===== src/design/ipcr_pkg.sv =====
// ****************************************************************************
// Shared constants and types of the pipeline control register bank.
// ****************************************************************************
package ipcr_pkg;

  // **************************************************************************
  // Register map: one byte per address, twenty writable locations.
  // **************************************************************************
  localparam int unsigned REG_NUM = 20;

  localparam logic [15:0] REG_ADDR [0:REG_NUM-1] = '{
    16'h5000, 16'h5001, 16'h5002, 16'h5003, 16'h5004,
    16'h5005, 16'h5006, 16'h5007, 16'h5008, 16'h5009,
    16'h500a, 16'h500b, 16'h500c, 16'h500d, 16'h500e,
    16'h503b, 16'h503c, 16'h503d, 16'h503e, 16'h5044
  };

  // Reset value of each location, in map order.
  localparam logic [7:0] REG_RESET [0:REG_NUM-1] = '{
    8'hff, 8'hbf, 8'h7e, 8'h04, 8'h14,
    8'h08, 8'h00, 8'h00, 8'h00, 8'h00,
    8'h00, 8'h00, 8'h00, 8'h00, 8'h00,
    8'h00, 8'h02, 8'h00, 8'h00, 8'h00
  };

  // Bits that exist in each location; the others store nothing and read zero.
  localparam logic [7:0] REG_MASK [0:REG_NUM-1] = '{
    8'hff, 8'hff, 8'hff, 8'h1f, 8'h17,
    8'hff, 8'hff, 8'h07, 8'hff, 8'h03,
    8'hff, 8'h07, 8'hff, 8'h03, 8'hff,
    8'h03, 8'hff, 8'hb7, 8'hff, 8'hff
  };

  // Index of each location inside the map.
  localparam int unsigned IDX_EN_A     = 0;
  localparam int unsigned IDX_EN_B     = 1;
  localparam int unsigned IDX_EN_C     = 2;
  localparam int unsigned IDX_EVENT    = 3;
  localparam int unsigned IDX_WINDOW   = 4;
  localparam int unsigned IDX_SUBSAMP  = 5;
  localparam int unsigned IDX_FORMAT   = 6;
  localparam int unsigned IDX_PHOFF_HI = 7;
  localparam int unsigned IDX_PHOFF_LO = 8;
  localparam int unsigned IDX_PVOFF_HI = 9;
  localparam int unsigned IDX_PVOFF_LO = 10;
  localparam int unsigned IDX_FHOFF_HI = 11;
  localparam int unsigned IDX_FHOFF_LO = 12;
  localparam int unsigned IDX_FVOFF_HI = 13;
  localparam int unsigned IDX_FVOFF_LO = 14;
  localparam int unsigned IDX_LIRQ_HI  = 15;
  localparam int unsigned IDX_LIRQ_LO  = 16;
  localparam int unsigned IDX_PAT_A    = 17;
  localparam int unsigned IDX_PAT_B    = 18;
  localparam int unsigned IDX_CPU_DBG  = 19;

  // Read-only debug window.
  localparam logic [15:0] DBG_BASE = 16'h5040;
  localparam int unsigned DBG_NUM  = 4;

  // End-of-frame source codes.
  localparam logic [2:0] EOF_EXPOSURE = 3'h0;
  localparam logic [2:0] EOF_AWB      = 3'h1;
  localparam logic [2:0] EOF_TONE     = 3'h2;
  localparam logic [2:0] EOF_COMBINE  = 3'h3;
  localparam logic [2:0] EOF_ALL      = 3'h4;

  // **************************************************************************
  // Decoded controls handed to the pipeline.
  // **************************************************************************
  typedef struct packed {
    logic [7:0]  stage_en_a;
    logic [7:0]  stage_en_b;
    logic [7:0]  stage_en_c;
    logic        chroma_reduce_drop;
    logic        auto_window;
    logic [2:0]  dummy_lines;
    logic        vsub_en;
    logic        lenc_centre_auto;
    logic        drop_row_second;
    logic        drop_col_second;
    logic        sub_average;
    logic        luma_drop;
    logic        chroma_drop;
    logic        sub_en;
    logic [1:0]  raw_mode_man;
    logic [1:0]  yuv_mode_man;
    logic        raw_mode_man_en;
    logic        yuv_mode_man_en;
    logic        yuv_en_man;
    logic        yuv_en_man_en;
    logic [10:0] pipe_hoff;
    logic [9:0]  pipe_voff;
    logic [10:0] fuse_hoff;
    logic [9:0]  fuse_voff;
    logic [9:0]  line_irq_vsize;
    logic        pattern_en;
    logic [1:0]  bar_style;
    logic        pattern_rolling;
    logic        pipe_test_sel;
    logic        same_random;
    logic [3:0]  pattern_seed;
    logic        pattern_square_mono;
    logic        pattern_transparent;
    logic [1:0]  pattern_sel;
  } ipcr_ctrl_type;

  // Stage completion events, one pulse each.
  typedef struct packed {
    logic combine;
    logic tone;
    logic awb;
    logic exposure_loop_finished;
  } ipcr_done_type;

endpackage


===== src/design/ipcr_regs.sv =====
`timescale 1ns/10ps
// ****************************************************************************
// Pipeline control register bank: stage enables, frame latch and event
// selection, windowing, subsampling, format overrides, offsets, line
// interrupt height, test pattern controls and a debug area.
// ****************************************************************************

// Contract
// - First enable byte gates eight colour stages.
// - Second enable byte gates eight exposure stages.
// - Third enable byte gates seven stages, debug.
// - Latch parameters at pre-start or vsync.
// - Three-bit end-of-frame source select.
// - Auto-window bit chooses manual or automatic window.
// - Low three bits give dummy lines.
// - Subsampling mode and vertical subsampling enable.
// - Luma and chroma subsample by combine or drop.
// - Drop mode picks output row and column.
// - Non-drop mode outputs sum or average.
// - Lens centre from registers or window.
// - Format override holds manual modes with enables.
// - Pipeline window offsets, eleven and ten bits.
// - Fuse correction offsets, eleven and ten bits.
// - Line interrupt height, ten bits, resets two.
// - First test pattern register fields.
// - Second test pattern register fields.
// - Four debug reads, one processor debug byte.
module ipcr_regs
(
  // Clock and reset.
  input  wire logic                    mclk_i,
  input  wire logic                    rst_n_i,
  // Byte register access from the serial control bus decoder.
  input  wire logic [15:0]             reg_addr_i,
  input  wire logic                    reg_wr_i,
  input  wire logic                    reg_rd_i,
  input  wire logic [7:0]              reg_wdata_i,
  output logic      [7:0]              reg_rdata_o,
  output logic                         reg_rvalid_o,
  output logic                         reg_hit_o,
  // Frame timing from the sensor timing logic.
  input  wire logic                    pre_sof_i,
  input  wire logic                    vsync_i,
  // Stage completion events and debug state from the pipeline.
  input  wire ipcr_pkg::ipcr_done_type  done_i,
  input  wire logic [31:0]             isp_debug_i,
  // Controls to the pipeline.
  output ipcr_pkg::ipcr_ctrl_type      ctrl_o,
  output logic                         latch_on_vsync_o,
  output logic      [2:0]              eof_sel_o,
  output logic                         eof_o,
  output logic                         frame_latch_o,
  output logic      [7:0]              cpu_debug_o
);

  // **************************************************************************
  // Storage.
  // **************************************************************************
  logic [7:0]                    reg_q [0:ipcr_pkg::REG_NUM-1];
  logic [ipcr_pkg::REG_NUM-1:0]  wr_sel;
  ipcr_pkg::ipcr_ctrl_type       live;
  ipcr_pkg::ipcr_ctrl_type       ctrl_r;
  logic                          vsync_d_r;
  logic                          vsync_rise;
  logic                          latch_pulse;
  logic                          frame_latch_r;
  logic [7:0]                    rdata_nxt;
  logic                          hit_nxt;
  logic [7:0]                    rdata_r;
  logic                          rvalid_r;

  // Each location decodes its own address; writes to other addresses vanish.
  genvar gi;
  generate
    for (gi = 0; gi < ipcr_pkg::REG_NUM; gi++)
    begin : g_reg
      assign wr_sel[gi] = reg_wr_i && (reg_addr_i == ipcr_pkg::REG_ADDR[gi]);

      ipcr_byte_reg
      #(
        .RST_VAL (ipcr_pkg::REG_RESET[gi]),
        .MASK    (ipcr_pkg::REG_MASK[gi])
      )
      u_byte
      (
        .mclk_i  (mclk_i),
        .rst_n_i (rst_n_i),
        .wr_i    (wr_sel[gi]),
        .wdata_i (reg_wdata_i),
        .q_o     (reg_q[gi])
      );
    end
  endgenerate

  // **************************************************************************
  // Field decode of the live register contents.
  // **************************************************************************

  // Stage enables, colour side: bit 7 matrix down to bit 0 lens shading.
  assign live.stage_en_a = reg_q[ipcr_pkg::IDX_EN_A];

  // Stage enables, exposure side: bit 6 is the mono mode, off after reset.
  assign live.stage_en_b = reg_q[ipcr_pkg::IDX_EN_B];

  // Stage enables, fuse and gain side; bit 0 is a debug hook only.
  assign live.stage_en_c = reg_q[ipcr_pkg::IDX_EN_C];

  // Event register: chroma reduction behaviour.
  assign live.chroma_reduce_drop = reg_q[ipcr_pkg::IDX_EVENT][4];

  // Window register: automatic window and dummy line count.
  assign live.auto_window = reg_q[ipcr_pkg::IDX_WINDOW][4];
  assign live.dummy_lines = reg_q[ipcr_pkg::IDX_WINDOW][2:0];

  // Subsampling register, one field per behaviour.
  assign live.vsub_en          = reg_q[ipcr_pkg::IDX_SUBSAMP][7];
  assign live.lenc_centre_auto = reg_q[ipcr_pkg::IDX_SUBSAMP][6];
  assign live.drop_row_second  = reg_q[ipcr_pkg::IDX_SUBSAMP][5];
  assign live.drop_col_second  = reg_q[ipcr_pkg::IDX_SUBSAMP][4];
  assign live.sub_average      = reg_q[ipcr_pkg::IDX_SUBSAMP][3];
  assign live.luma_drop        = reg_q[ipcr_pkg::IDX_SUBSAMP][2];
  assign live.chroma_drop      = reg_q[ipcr_pkg::IDX_SUBSAMP][1];
  assign live.sub_en           = reg_q[ipcr_pkg::IDX_SUBSAMP][0];

  // Output format overrides, each mode paired with its own enable.
  assign live.raw_mode_man    = reg_q[ipcr_pkg::IDX_FORMAT][7:6];
  assign live.yuv_mode_man    = reg_q[ipcr_pkg::IDX_FORMAT][5:4];
  assign live.raw_mode_man_en = reg_q[ipcr_pkg::IDX_FORMAT][3];
  assign live.yuv_mode_man_en = reg_q[ipcr_pkg::IDX_FORMAT][2];
  assign live.yuv_en_man      = reg_q[ipcr_pkg::IDX_FORMAT][1];
  assign live.yuv_en_man_en   = reg_q[ipcr_pkg::IDX_FORMAT][0];

  // Pipeline window offsets joined from their high and low bytes.
  assign live.pipe_hoff = {reg_q[ipcr_pkg::IDX_PHOFF_HI][2:0],
                           reg_q[ipcr_pkg::IDX_PHOFF_LO]};
  assign live.pipe_voff = {reg_q[ipcr_pkg::IDX_PVOFF_HI][1:0],
                           reg_q[ipcr_pkg::IDX_PVOFF_LO]};

  // Fuse memory correction offsets, same layout as the pipeline ones.
  assign live.fuse_hoff = {reg_q[ipcr_pkg::IDX_FHOFF_HI][2:0],
                           reg_q[ipcr_pkg::IDX_FHOFF_LO]};
  assign live.fuse_voff = {reg_q[ipcr_pkg::IDX_FVOFF_HI][1:0],
                           reg_q[ipcr_pkg::IDX_FVOFF_LO]};

  // Line interrupt height.
  assign live.line_irq_vsize = {reg_q[ipcr_pkg::IDX_LIRQ_HI][1:0],
                                reg_q[ipcr_pkg::IDX_LIRQ_LO]};

  // Test pattern generator, first register.
  assign live.pattern_en      = reg_q[ipcr_pkg::IDX_PAT_A][7];
  assign live.bar_style       = reg_q[ipcr_pkg::IDX_PAT_A][5:4];
  assign live.pattern_rolling = reg_q[ipcr_pkg::IDX_PAT_A][2];
  assign live.pipe_test_sel   = reg_q[ipcr_pkg::IDX_PAT_A][1];
  assign live.same_random     = reg_q[ipcr_pkg::IDX_PAT_A][0];

  // Test pattern generator, second register.
  assign live.pattern_seed        = reg_q[ipcr_pkg::IDX_PAT_B][7:4];
  assign live.pattern_square_mono = reg_q[ipcr_pkg::IDX_PAT_B][3];
  assign live.pattern_transparent = reg_q[ipcr_pkg::IDX_PAT_B][2];
  assign live.pattern_sel         = reg_q[ipcr_pkg::IDX_PAT_B][1:0];

  // **************************************************************************
  // Frame parameter latch.
  // **************************************************************************

  // Latch point and event select act at once; they choose the frame timing
  // itself and so cannot wait for a frame boundary.
  assign latch_on_vsync_o = reg_q[ipcr_pkg::IDX_EVENT][3];
  assign eof_sel_o        = reg_q[ipcr_pkg::IDX_EVENT][2:0];

  // The vsync level comes from the sensor timing logic on this clock.
  always_ff @(posedge mclk_i or negedge rst_n_i)
  begin
    if (!rst_n_i)
      vsync_d_r <= 1'b0;
    else
      vsync_d_r <= vsync_i;
  end

  assign vsync_rise  = vsync_i & ~vsync_d_r;
  assign latch_pulse = latch_on_vsync_o ? vsync_rise : pre_sof_i;

  // Pipeline settings only change at the chosen frame point, so a frame is processed with one set of values;
  // a multi-byte update arrives whole only if all its bytes are written between two latch points.
  always_ff @(posedge mclk_i or negedge rst_n_i)
  begin
    if (!rst_n_i)
    begin
      ctrl_r.stage_en_a          <= ipcr_pkg::REG_RESET[ipcr_pkg::IDX_EN_A];
      ctrl_r.stage_en_b          <= ipcr_pkg::REG_RESET[ipcr_pkg::IDX_EN_B];
      ctrl_r.stage_en_c          <= ipcr_pkg::REG_RESET[ipcr_pkg::IDX_EN_C];
      ctrl_r.chroma_reduce_drop  <= 1'b0;
      ctrl_r.auto_window         <= ipcr_pkg::REG_RESET[ipcr_pkg::IDX_WINDOW][4];
      ctrl_r.dummy_lines         <= ipcr_pkg::REG_RESET[ipcr_pkg::IDX_WINDOW][2:0];
      ctrl_r.vsub_en             <= 1'b0;
      ctrl_r.lenc_centre_auto    <= 1'b0;
      ctrl_r.drop_row_second     <= 1'b0;
      ctrl_r.drop_col_second     <= 1'b0;
      ctrl_r.sub_average         <= ipcr_pkg::REG_RESET[ipcr_pkg::IDX_SUBSAMP][3];
      ctrl_r.luma_drop           <= 1'b0;
      ctrl_r.chroma_drop         <= 1'b0;
      ctrl_r.sub_en              <= 1'b0;
      ctrl_r.raw_mode_man        <= 2'h0;
      ctrl_r.yuv_mode_man        <= 2'h0;
      ctrl_r.raw_mode_man_en     <= 1'b0;
      ctrl_r.yuv_mode_man_en     <= 1'b0;
      ctrl_r.yuv_en_man          <= 1'b0;
      ctrl_r.yuv_en_man_en       <= 1'b0;
      ctrl_r.pipe_hoff           <= 11'h000;
      ctrl_r.pipe_voff           <= 10'h000;
      ctrl_r.fuse_hoff           <= 11'h000;
      ctrl_r.fuse_voff           <= 10'h000;
      ctrl_r.line_irq_vsize      <= {2'h0, ipcr_pkg::REG_RESET[ipcr_pkg::IDX_LIRQ_LO]};
      ctrl_r.pattern_en          <= 1'b0;
      ctrl_r.bar_style           <= 2'h0;
      ctrl_r.pattern_rolling     <= 1'b0;
      ctrl_r.pipe_test_sel       <= 1'b0;
      ctrl_r.same_random         <= 1'b0;
      ctrl_r.pattern_seed        <= 4'h0;
      ctrl_r.pattern_square_mono <= 1'b0;
      ctrl_r.pattern_transparent <= 1'b0;
      ctrl_r.pattern_sel         <= 2'h0;
    end
    else if (latch_pulse)
      ctrl_r <= live;
  end

  assign ctrl_o = ctrl_r;

  // Marks the cycle after a latch, when the new settings are in force.
  always_ff @(posedge mclk_i or negedge rst_n_i)
  begin
    if (!rst_n_i)
      frame_latch_r <= 1'b0;
    else
      frame_latch_r <= latch_pulse;
  end

  assign frame_latch_o = frame_latch_r;

  // The processor debug byte is a scratch value, passed through at once.
  assign cpu_debug_o = reg_q[ipcr_pkg::IDX_CPU_DBG];

  // **************************************************************************
  // End-of-frame event.
  // **************************************************************************

  // The completion record restarts at each latch point.
  ipcr_eof_sel u_eof
  (
    .mclk_i        (mclk_i),
    .rst_n_i       (rst_n_i),
    .frame_start_i (latch_pulse),
    .done_i        (done_i),
    .sel_i         (eof_sel_o),
    .eof_o         (eof_o)
  );

  // **************************************************************************
  // Read path.
  // **************************************************************************

  // Address match over the map and the debug window; unmapped reads zero.
  always_comb
  begin
    rdata_nxt = 8'h00;
    hit_nxt   = 1'b0;
    for (int i = 0; i < int'(ipcr_pkg::REG_NUM); i++)
    begin
      if (reg_addr_i == ipcr_pkg::REG_ADDR[i])
      begin
        rdata_nxt = reg_q[i];
        hit_nxt   = 1'b1;
      end
    end
    for (int j = 0; j < int'(ipcr_pkg::DBG_NUM); j++)
    begin
      if (reg_addr_i == ipcr_pkg::DBG_BASE + 16'(j))
      begin
        rdata_nxt = isp_debug_i[8*j +: 8];
        hit_nxt   = 1'b1;
      end
    end
  end

  // Hit is combinational so the bus decoder can refuse unmapped addresses.
  assign reg_hit_o = hit_nxt;

  // Read data is captured on the read strobe and held until the next read.
  always_ff @(posedge mclk_i or negedge rst_n_i)
  begin
    if (!rst_n_i)
      rdata_r <= 8'h00;
    else if (reg_rd_i)
      rdata_r <= rdata_nxt;
  end

  // One-cycle valid pulse one edge after the read strobe.
  always_ff @(posedge mclk_i or negedge rst_n_i)
  begin
    if (!rst_n_i)
      rvalid_r <= 1'b0;
    else
      rvalid_r <= reg_rd_i;
  end

  assign reg_rdata_o  = rdata_r;
  assign reg_rvalid_o = rvalid_r;

endmodule // ipcr_regs


===== src/design/ipcr_byte_reg.sv =====
`timescale 1ns/10ps
// ****************************************************************************
// One byte of the bank with its own reset value and implemented-bit mask.
// ****************************************************************************
module ipcr_byte_reg
#(
  parameter logic [7:0] RST_VAL = 8'h00,
  parameter logic [7:0] MASK    = 8'hff
)
(
  // Clock and reset.
  input  wire logic       mclk_i,
  input  wire logic       rst_n_i,
  // Write port.
  input  wire logic       wr_i,
  input  wire logic [7:0] wdata_i,
  // Stored value.
  output logic      [7:0] q_o
);

  // Unused bits are forced low so they neither store nor read back.
  always_ff @(posedge mclk_i or negedge rst_n_i)
  begin
    if (!rst_n_i)
      q_o <= RST_VAL & MASK;
    else if (wr_i)
      q_o <= wdata_i & MASK;
  end

endmodule // ipcr_byte_reg


===== src/design/ipcr_eof_sel.sv =====
`timescale 1ns/10ps
// ****************************************************************************
// End-of-frame event selection among the stage completion events.
// ****************************************************************************
module ipcr_eof_sel
(
  // Clock and reset.
  input  wire logic                   mclk_i,
  input  wire logic                   rst_n_i,
  // Frame boundary and events.
  input  wire logic                   frame_start_i,
  input  wire ipcr_pkg::ipcr_done_type done_i,
  input  wire logic [2:0]             sel_i,
  // Selected event.
  output logic                        eof_o
);

  logic [3:0] seen_r;
  logic [3:0] seen_nxt;
  logic       fired_r;
  logic       all_now;
  logic       eof_nxt;

  // A completion in the same cycle as the frame start is kept: set wins.
  assign seen_nxt = (seen_r & {4{~frame_start_i}}) | done_i;
  assign all_now  = &(seen_r | done_i);

  // Pick the event; unlisted codes select nothing.
  always_comb
  begin
    eof_nxt = 1'b0;
    case (sel_i)
      ipcr_pkg::EOF_EXPOSURE: eof_nxt = done_i.exposure_loop_finished;
      ipcr_pkg::EOF_AWB:      eof_nxt = done_i.awb;
      ipcr_pkg::EOF_TONE:     eof_nxt = done_i.tone;
      ipcr_pkg::EOF_COMBINE:  eof_nxt = done_i.combine;
      ipcr_pkg::EOF_ALL:      eof_nxt = all_now & ~fired_r;
      default:                eof_nxt = 1'b0;
    endcase
  end

  // Sticky completion record and one-shot guard for the combined event.
  always_ff @(posedge mclk_i or negedge rst_n_i)
  begin
    if (!rst_n_i)
    begin
      seen_r  <= 4'h0;
      fired_r <= 1'b0;
    end
    else
    begin
      seen_r  <= seen_nxt;
      fired_r <= (fired_r & ~frame_start_i) | (all_now & ~frame_start_i);
    end
  end

  // Registered event pulse.
  always_ff @(posedge mclk_i or negedge rst_n_i)
  begin
    if (!rst_n_i)
      eof_o <= 1'b0;
    else
      eof_o <= eof_nxt;
  end

endmodule // ipcr_eof_sel


===== config.mk =====
export PLATFORM = sky130hd
export DESIGN_NAME = ipcr_regs
export DESIGN_NICKNAME = d
export VERILOG_FILES = /design/src/design/ipcr_pkg.sv /design/src/design/ipcr_regs.sv /design/src/design/ipcr_byte_reg.sv /design/src/design/ipcr_eof_sel.sv
export SDC_FILE = /design/constraint.sdc
export NUM_CORES = 1
export LEC_CHECK = 0
export BUFFER_PORTS_ARGS = -buffer_cell sky130_fd_sc_hd__buf_2
export CAP_MARGIN = 20
export CORE_ASPECT_RATIO = 0.6
export CORE_MARGIN = 2
export CORE_UTILIZATION = 40
export CTS_BUF_LIST = sky130_fd_sc_hd__clkbuf_4
export DETAILED_ROUTE_END_ITERATION = 10
export SETUP_SLACK_MARGIN = 0.4
export SLEW_MARGIN = 40
export SYNTH_ARGS = -nofsm -noshare
export SYNTH_HDL_FRONTEND = slang
export SYNTH_SLANG_ARGS = --single-unit

===== constraint.sdc =====
create_clock -name mclk_i -period 4.83 [get_ports mclk_i]
set_input_delay 0 -clock mclk_i [delete_from_list [all_inputs] [get_ports mclk_i]]
set_output_delay 0 -clock mclk_i [all_outputs]
set_load 0.005 [all_outputs]

==> flow_metrics.py, run 1 <==
metrics = {
    "synthesis": {
        "async_reset_ff_share_pct": 100,
        "synth_edf_count": 0,
        "netlist_area_um2": 11500,
        "yosysSeqAreaShare_pct": 55.2,
        "synth_area_per_cell_um2": 13.2,
        "ys_types": 70,
        "netlist_instances": 869,
        "yosysWarnings": 0,
        "ys_ff_latch": 251,
        "synth-main-ff-cell": "dfrtp_1",
        "syn-num-nets": 935,
    },
    "flow_run": {
        "maxCapViolations": 0,
    },
    "global_routing": {
        "grt_use_total_pct": 25.5,
        "first_global_vias": 8932,
        "grt_pass1_wl_um": 57000,
        "grt_max_degree": 118,
        "antenna_found_initial": 1,
        "grt.overflow.total": 0,
    },
    "worst_setup_path": {
        "worst-setup-path-type": "in -> reg",
        "path_common_cell": "dlygate4sd3_1",
        "critPathMaxFanout": 9,
        "critical_path.top_delay_family": "simple AND/OR/NAND/NOR gates",
        "required_ns": 5.46,
        "critPathArrivalTime_ns": 3.23,
        "slowest_stage": "nor4b_1",
        "critical-path-max-stage-delay_ns": 0.72,
        "crit_chain": "buf_2 > nor4b_1 > and4_1 > nand3_1 > o22ai_1 > dlygate4sd3_1 > a211oi_1 > dlygate4sd3_1",
        "start_kind": "input pin",
        "worst_setup_path_end_kind": "flip-flop",
        "timing.critical_path.buf_inv": 3,
    },
    "cts": {
        "cts_tree": "done",
        "path_clk_slew_ns": 0.08,
        "root_buffer": "clkbuf_4",
        "numClockSinks": 251,
        "clk_latency_ns": 0.74,
        "postCtsSetupRepairBufs": 0,
        "cts-buffers-inserted": 60,
        "htreeDepth": 2,
        "cts.path.max_buffers": 3,
    },
    "drt": {
        "drtPass1Iterations": 5,
        "wl_per_cell_um": 24.5,
        "vias_per_cell": 5.62,
        "via_count": 8701,
        "postRouteAntennaNets": 0,
        "first_iter_violations": 732,
        "wl_um": 38000,
        "drc": 0,
    },
    "layout": {
        "diodes": 0,
        "synthToLayoutAreaGrowth_pct": 22.9,
        "final_core_utilization_pct": 50.7,
        "fin_nets": 1196,
        "final_layout_size_suffix_gt1_share_pct": 52.8,
        "n_fill_cell": 2578,
        "finalNonFillerCells": 1549,
    },
    "floorplanning": {
        "die_w_um": 223,
        "start_util_pct": 41.2,
        "fp.coreArea_um2": 27900,
        "dieArea_um2": 30100,
        "rows": 47,
        "die_h_um": 135,
        "io_pins": 201,
    },
    "power_and_ir_drop": {
        "power_switching_mw": 1.08,
        "internal-power_mw": 3.14,
        "clock_power_share_pct": 42.9,
        "peakVddDrop_uv": 140,
        "seqPwrFrac_pct": 50.1,
        "switching_share_pct": 25.6,
        "p_leak_nw": 7.09,
        "combPwrFrac_pct": 6.9,
        "p_total_mw": 4.23,
        "power.density_nw_per_um2": 299,
    },
    "placed_design": {
        "post-place-cells": 1387,
        "dp_hpwl_um": 26300,
        "gp_congestion": 0.905,
        "port_buffers": 200,
    },
    "sta": {
        "slew_violations": 0,
        "rsz0062_at_grt": "no",
        "fin_tns_setup_ns": 0,
        "worstMarginPinSlew_ns": 0.902,
        "skew_ns": 0.0572,
        "relSlewSlack_pct": 39.8,
        "period_minus_slack_ns": 2.61,
        "finalSetupViolCount": 0,
        "period_share_pct": 54.0,
        "final_hold_viol_count": 0,
        "fmax_mhz": 384,
    },
    "hold_path": {
        "min_path_type": "in -> reg",
    },
    "run_status": {
        "status": "finished, final reports clean",
    },
}
-- path summary, 6_finish.rpt --
check,start,cells past startpoint,to,slack [ns]
max reg2reg,g_reg[3].u_byte.q_o[0],6,reg_rdata_o[0],2.43
max,reg_addr_i[11],8,reg_rdata_o[4],2.22
min in group asynchronous,rst_n_i,3,g_reg[13].u_byte.q_o[1],0.34
min reg2reg,u_eof.seen_r[2],1,u_eof.seen_r[2],0.48
max in group asynchronous,rst_n_i,4,ctrl_o[3],3.65
min,isp_debug_i[1],5,reg_rdata_o[1],0.06
-- metal layers --
metal  global-route usage, %  vias up  share of wire (%)
li1                        -     3810                  -
met2                    34.5      401                 40
met4                    7.38        2                2.2
met1                    38.8     4422                 49
met5                       0        -               0.10
met3                    7.70       66                8.6
-- flip-flops by register name, indices dropped and copies added, names as in the netlist --
register	flops
u_eof.eof_o	1
frame_latch_o	1
reg_rvalid_o	1
u_eof.seen_r	4
ctrl_o	111
vsync_d_r	1
reg_rdata_o	8
u_eof.fired_r	1
g.u_byte.q_o	123
-- cell families (layout without fill, tap and decap cells) --
| family | Yosys count | in the layout | share of synthesized area (%) |
|---|---|---|---|
| simple gates | 171 | 171 | 8.84 |
| compound gates | 121 | 121 | 7.32 |
| flops | 251 | 251 | 55.2 |
| buf+inv | 67 | 380 | 2.57 |
| mux | 259 | 259 | 26.0 |
-- per-stage QoR --
step / setup WS, ns / area, um2 / hold WS [ns]
final: 2.22 / 14100 / 0.0622
after global routing: 2.17 / 14100 / 0.0251
after CTS: 2.37 / 14100 / 0.0153
after detailed placement: 2.00 / 12800 / 0.131
after global placement: 1.94 / 12800 / 0.121
after floorplan: 2.79 / 11500 / -0.296
-- cell usage in the layout (no fill, tap or decap), drive strengths merged, types with 8 or more instances in the layout --
cell         count
mux2           239
buf            209
dfrtp          200
clkbuf          92
dfstp           51
dlygate4sd3     47
nand2           35
nor2            32
a21oi           22
nand3           21
o21ai           20
clkinv          19
nor3            14
nor4            13
nand4           12
mux2i           12
inv             11
o22ai           10
a21o             9
a22oi            9
mux4             8
-- final cells by class --
cell class / instances / area, um2 / share of cell area, %
clock buffer: 92 / 691 / 4.89
clock inverter: 22 / 114 / 0.806
inverter: 10 / 37.5 / 0.266
multi-input combinational: 551 / 4880 / 34.6
sequential: 251 / 6340 / 44.9
tap: 367 / 459 / 3.25
timing repair buffer: 256 / 1590 / 11.3
-- cell usage after synthesis (3+ instances only) --
cell | count | area [um2]
nor2_1 | 29 | 109
nor4_4 | 3 | 63.8
buf_4 | 6 | 45.0
clkbuf_1 | 33 | 124
nand2b_1 | 5 | 31.3
nand4_1 | 12 | 75.1
nor4_2 | 3 | 37.5
a21o_1 | 9 | 67.6
dfrtp_1 | 200 | 5000
buf_1 | 6 | 22.5
or2_2 | 5 | 31.3
o21ai_0 | 19 | 95.1
mux2_1 | 8 | 90.1
and4_1 | 3 | 26.3
o2111ai_1 | 4 | 35.0
nor2b_1 | 5 | 31.3
a31oi_1 | 5 | 31.3
mux2_2 | 231 | 2600
a22oi_1 | 9 | 67.6
o32ai_1 | 3 | 26.3
o2bb2ai_1 | 3 | 26.3
inv_1 | 10 | 37.5
nand2_1 | 34 | 128
o211ai_1 | 4 | 30.0
buf_2 | 11 | 55.1
a21oi_1 | 22 | 110
a32oi_1 | 3 | 26.3
mux4_2 | 8 | 180
a211oi_1 | 4 | 30.0
nor3_1 | 12 | 60.1
and3_1 | 6 | 37.5
o221ai_1 | 3 | 26.3
mux2i_1 | 12 | 120
or4_4 | 6 | 67.6
nor4_1 | 7 | 43.8
nand3_1 | 20 | 100
o22a_1 | 3 | 26.3
o22ai_1 | 10 | 62.6
and2_1 | 3 | 18.8
dfstp_2 | 51 | 1340
-- power by group through the flow --
stage	Combinational, mW	Sequential [mW]	Clock (mW)
after floorplan	0.115	2.16	0
after global placement	0.254	2.16	0
after detailed placement	0.256	2.16	0
after CTS	0.290	2.12	1.86
after global routing	0.314	2.12	1.98
final	0.293	2.12	1.81
-- what timing repair did --
item                      CTS  global route
hold endpoints to repair  251             0
hold buffers               48             0
gates resized for setup     0             0
-- worst min-delay path: cells and delay by family --
family	cells	cell delay (ns)
AOI/OAI and AO/OA	2	0.29
buffers and inverters	1	0.07
muxes	1	0.22
and+or+nand+nor	1	0.13
Note: power is estimated with default switching activity, not from simulation.
==> run 2: changes to the inputs <==
==> constraint.sdc (replaced) <==
create_clock -name mclk_i -period 2.3 [get_ports mclk_i]
set_input_delay 0 -clock mclk_i [delete_from_list [all_inputs] [get_ports mclk_i]]
set_output_delay 0 -clock mclk_i [all_outputs]
set_load 0.005 [all_outputs]
==> run 2 against run 1 <==
- worst setup slack got worse by 1.8 ns
- routed wire length rose by 0.36%
- critical endpoint is now reg_hit_o
- combinational power rose by 130%
- via count rose by 4.0%
- clock power rose by 110%
==> flow_metrics.py, run 2 (synthesis gave the netlist of run 1 again) <==
metrics = {
    "layout": {
        "n_fill_cell": 2505,
        "final_common_cell": "mux2_2",
        "synthToLayoutAreaGrowth_pct": 28.8,
        "largest_reg_flops": 123,
        "final_cell_mix": "231 x mux2_2, 200 x dfrtp_1, 199 x buf_2",
        "final_layout_size_suffix_gt1_share_pct": 55.4,
        "final_core_utilization_pct": 53.1,
        "fin_nets": 1272,
        "top_register": "g.u_byte.q_o",
        "fin_area_um2": 14800,
    },
    "placed_design": {
        "port_buffers": 200,
        "pre_cts_ws_ns": 0.0895,
        "placedInstanceArea_um2": 13300,
        "gp_congestion": 0.946,
        "dp_hpwl_um": 27000,
    },
    "global_routing": {
        "grt_max_degree": 69,
        "grt.overflow.total": 0,
        "first_global_vias": 9228,
        "antenna_found_initial": 2,
        "grt_pass1_wl_um": 57300,
        "grt_use_total_pct": 25.4,
    },
    "power_and_ir_drop": {
        "power.density_nw_per_um2": 604,
        "peakVddDrop_uv": 388,
        "p_leak_nw": 7.47,
    },
    "sta": {
        "skew_ns": 0.0357,
        "slew_violations": 0,
        "fin_tns_setup_ns": 0,
        "period_share_pct": 82.9,
        "fmax_mhz": 525,
        "finalSetupViolCount": 0,
        "relSlewSlack_pct": 57.1,
        "rsz0062_at_grt": "no",
        "postLayoutSetupSlackWorst_ns": 0.394,
        "hold_slack_ns": 0.0486,
        "period_minus_slack_ns": 1.91,
        "final_hold_viol_count": 0,
        "worstMarginPinSlew_ns": 0.638,
    },
    "floorplanning": {
        "rows": 47,
        "fp.coreArea_um2": 27900,
        "io_pins": 201,
        "dieArea_um2": 30100,
        "die_w_um": 223,
        "start_util_pct": 41.2,
        "die_h_um": 135,
    },
    "worst_setup_path": {
        "critPathMaxFanout": 4,
        "slowest_stage": "or4_4",
        "crit_chain": "buf_2 > or4_4 > or4_4 > nor2_4 > a211o_1 > nor2_1 > nand4_1 > buf_2",
        "critPathArrivalTime_ns": 1.91,
        "required_ns": 2.30,
        "worst_setup_path_end_kind": "output port",
        "worst-setup-path-type": "in -> out",
        "critical-path-max-stage-delay_ns": 0.59,
        "start_kind": "input pin",
    },
    "cts": {
        "numClockSinks": 251,
        "cts-buffers-inserted": 61,
        "htreeDepth": 2,
        "clk_latency_ns": 0.74,
        "path_clk_slew_ns": 0.08,
        "cts_tree": "done",
        "root_buffer": "clkbuf_4",
        "cts.path.max_buffers": 3,
    },
    "drt": {
        "drtPass1Iterations": 5,
        "wl_um": 38200,
        "vias_per_cell": 5.56,
        "first_iter_violations": 882,
        "postRouteAntennaNets": 0,
        "wl_per_cell_um": 23.4,
        "drc": 0,
        "via_count": 9047,
    },
    "flow_run": {
        "maxCapViolations": 0,
    },
    "hold_path": {
        "min_path_type": "in -> reg",
    },
    "run_status": {
        "status": "finished, final reports clean",
    },
}
## run 2: changes by cell type in the layout (fill, tap and decap cells not counted), moves of 2 or more
cell and change:
buf_4 +55, dlygate4sd3_1 +12, clkbuf_4 +6, clkinv_1 -6, buf_12 +5, buf_6 +3, clkinv_2 +2
## run 2: routing by layer
layer,wire (um),GRT usage (%)
met5,101,0
met4,695,6.67
met3,3240,7.94
met2,15800,35.9
met1,18400,37.6
## run 2: power breakdown
group          internal [mW]  total, mW  switching, mW
logic                  0.271      0.678          0.407
clock network           1.93       3.81           1.87
registers               4.44       4.45         0.0144
total                   6.64       8.93           2.29
## run 2: what timing repair did
| item | 4_1_cts | 5_1_grt |
|---|---|---|
| setup buffers | 3 | 4 |
| resized for setup | 1 | 5 |
| endpoints found under the setup margin | 1 | 7 |
| gates cloned | 0 | 2 |
| pin swaps | 4 | 1 |
| hold buffers | 59 | 0 |
| hold endpoints to repair | 481 | 0 |
## run 2: final timing paths
| check | from | to | slack (ns) | depth (start not counted) |
|---|---|---|---|---|
| max in group asynchronous | rst_n_i | g_reg[1].u_byte.q_o[5] | 1.10 | 4 |
| worst max register to register | g_reg[16].u_byte.q_o[2] | reg_rdata_o[2] | 0.56 | 7 |
| worst min register to register | ctrl_o[61] | ctrl_o[61] | 0.50 | 1 |
| min in group asynchronous | rst_n_i | u_eof.seen_r[0] | 0.34 | 3 |
| worst max-delay path | reg_addr_i[10] | reg_hit_o | 0.39 | 8 |
| worst min-delay path | reg_addr_i[1] | reg_rdata_o[1] | 0.05 | 7 |
## run 2: final cells by class
cell class              instances  area, um2  area share [%]
clock buffers                  98        736            4.97
inverters                      10       37.5           0.254
well taps                     367        459            3.10
repair buffers                331       2260            15.3
clock inverters                18       75.1           0.507
multi-input cells             551       4880            33.0
diodes                          1       2.50          0.0169
flip-flops and latches        251       6340            42.9
## run 2: through the flow
stage	power (mW)	std cells
2_1_floorplan	4.77	869
3_3_place_gp	5.10	1442
3_5_place_dp	5.10	1442
4_1_cts	9.01	1620
5_1_grt	9.34	1627
6_report	8.93	1627
## run 2: worst max-delay path: cells and delay by family
| kind | cells | cell delay (ns) |
|---|---|---|
| compound gates | 1 | 0.12 |
| buf+inv | 2 | 0.27 |
| simple gates | 5 | 1.52 |
==> run 3: changes to the inputs <==
==> constraint.sdc (replaced) <==
create_clock -name mclk_i -period 1.61 [get_ports mclk_i]
set_input_delay 0 -clock mclk_i [delete_from_list [all_inputs] [get_ports mclk_i]]
set_output_delay 0 -clock mclk_i [all_outputs]
set_load 0.005 [all_outputs]
==> run 3 against run 2 <==
- the flow now finishes with violations (negative hold slack, negative setup slack)
- clock skew rose by 0.023 ns
- cell area is 25% higher
- global-route usage grew 4.1 points
- worst setup slack got worse by 0.65 ns
- flip-flop and latch count unchanged
- first-iteration DRC count is 6.7% lower
- die area is the same
- register-to-register slack worse by 0.74 ns
- critical path type unchanged
- highest routed layer unchanged
==> flow_metrics.py, run 3 (synthesis gave the netlist of run 1 again) <==
metrics = {
    "run_status": {
        "status": "finished with violations",
        "violations": "negative hold slack, negative setup slack",
    },
    "cts": {
        "path_clk_slew_ns": 0.08,
        "numClockSinks": 251,
        "clk_latency_ns": 0.74,
        "htreeDepth": 2,
        "cts_tree": "done",
        "root_buffer": "clkbuf_4",
        "hold_buffers": 50,
        "cts-buffers-inserted": 60,
        "cts.path.max_buffers": 3,
    },
    "worst_setup_path": {
        "crit_chain": "buf_6 > or4_4 > or4_4 > nor2_4 > buf_6 > a211o_1 > nor2_2 > nand4_1 > buf_2",
        "critPathArrivalTime_ns": 1.87,
        "worst_setup_path_end_kind": "output port",
        "critPathMaxFanout": 5,
        "reg2reg_setup_slack_ns": -0.18,
        "slowest_stage": "or4_4",
        "worst-setup-path-type": "in -> out",
        "critical-path-max-stage-delay_ns": 0.61,
        "start_kind": "input pin",
        "timing.critical_path.buf_inv": 3,
        "critical_path.top_delay_family": "simple AND/OR/NAND/NOR gates",
        "required_ns": 1.61,
    },
    "power_and_ir_drop": {
        "peakVddDrop_uv": 366,
        "p_total_mw": 13.6,
        "p_leak_nw": 9.62,
        "power.density_nw_per_um2": 736,
    },
    "drt": {
        "topRoutingLayerUsed": "met5",
        "vias_per_cell": 5.35,
        "m1WireLength_um": 21300,
        "drc": 0,
        "via_count": 10100,
        "first_iter_violations": 823,
        "drtPass1Iterations": 5,
        "wl_met3_um": 3320,
        "wl_per_cell_um": 23.5,
        "postRouteAntennaNets": 0,
        "wl_um": 44300,
        "wl_met2_um": 18800,
    },
    "sta": {
        "fmax_mhz": 535,
        "slew_violations": 0,
        "period_share_pct": 116,
        "rsz0062_at_grt": "yes",
        "relSlewSlack_pct": 62.6,
        "hold_slack_ns": -0.0181,
        "skew_ns": 0.0583,
        "postLayoutSetupSlackWorst_ns": -0.259,
        "worstMarginPinSlew_ns": 0.562,
        "final_hold_viol_count": 1,
        "fin_tns_setup_ns": -12.96,
        "period_minus_slack_ns": 1.87,
        "finalSetupViolCount": 117,
    },
    "layout": {
        "synthToLayoutAreaGrowth_pct": 61.5,
        "final_common_cell": "buf_4",
        "final_layout_size_suffix_gt1_share_pct": 68.1,
        "fin_nets": 1534,
        "top_register": "g.u_byte.q_o",
        "n_fill_cell": 2032,
        "ff_latch_area_um2": 6350,
        "largest_reg_flops": 123,
        "multiInputGateArea_um2": 5930,
        "final_cell_mix": "271 x buf_4, 199 x dfrtp_1, 174 x buf_2",
        "fin_area_um2": 18600,
        "final_core_utilization_pct": 66.6,
        "finalNonFillerCells": 1887,
    },
    "global_routing": {
        "antenna_found_initial": 2,
        "first_global_vias": 10200,
        "grt_pass1_wl_um": 65600,
        "grt.overflow.total": 0,
        "grt_use_total_pct": 29.5,
        "grt_max_degree": 62,
    },
    "hold_path": {
        "min_path_type": "in -> reg",
    },
    "placed_design": {
        "port_buffers": 200,
        "placedInstanceArea_um2": 15100,
        "post-place-cells": 1574,
        "dp_hpwl_um": 30100,
        "gp_congestion": 0.936,
    },
    "floorplanning": {
        "io_pins": 201,
        "die_h_um": 135,
        "rows": 47,
        "die_w_um": 223,
        "dieArea_um2": 30100,
        "fp.coreArea_um2": 27900,
        "start_util_pct": 41.2,
    },
    "flow_run": {
        "maxCapViolations": 0,
    },
}
[run 3: cell types whose count changed in the layout (fill, tap and decap cells not counted), moves of 8 or more]
cell           before  now
buf_4              61  271
buf_8               1   18
buf_16              0    8
mux2_4              0  162
buf_12              7   21
buf_6               3   51
mux2_2            231   77
dlygate4sd3_1      59   50
buf_2             199  174
mux2_1              8    0
[run 3: area by class of cell]
class,instances,share of cell area [%]
antenna,1,0.0135
clock buffer,98,3.97
clock inverter,15,0.742
inverter,10,0.216
multi-input combinational,551,32.0
sequential,251,34.2
tap,367,2.48
timing repair buffer,594,26.4
[run 3: tightest hold or removal path, delay by kind of cell]
kind | cells | cell delay (ns)
AOI/OAI and AO/OA | 1 | 0.08
and+or+nand+nor | 4 | 0.46
buffers and inverters | 1 | 0.14
[run 3: per-layer routing]
metal / vias to the layer above / GRT usage, %
met5: - / 0
met4: 2 / 8.13
met3: 63 / 7.00
met2: 374 / 42.3
met1: 5153 / 44.4
li1: 4495 / -
[run 3: path summary, 6_finish.rpt]
path	from	endpoint	cells past startpoint
max reg2reg	g_reg[3].u_byte.q_o[3]	ctrl_o[36]	9
max in group asynchronous	rst_n_i	ctrl_o[84]	4
min	reg_addr_i[7]	reg_rdata_o[1]	6
max	reg_addr_i[6]	reg_hit_o	9
min in group asynchronous	rst_n_i	ctrl_o[6]	3
min reg2reg	u_eof.seen_r[3]	u_eof.seen_r[3]	1
[run 3: timing repair]
action	in CTS	in global routing
buffers inserted	93	50
gates resized for setup	107	57
pin swaps	32	26
setup endpoints to repair	283	329
cloned	6	0
hold endpoints to repair	392	1
[run 3: through the flow]
step | hold slack, ns | worst slack (ns)
floorplan | -0.296 | -0.228
global placement | -0.0112 | -0.489
detailed placement | -0.00755 | -0.494
CTS | -0.0776 | -0.266
global route | -0.00946 | -0.328
finish | -0.0181 | -0.259
[run 3: report_power, final]
part | internal [mW] | switching (mW)
registers | 6.34 | 0.0176
logic | 0.653 | 0.733
clock network | 3.23 | 2.68
total | 10.2 | 3.43
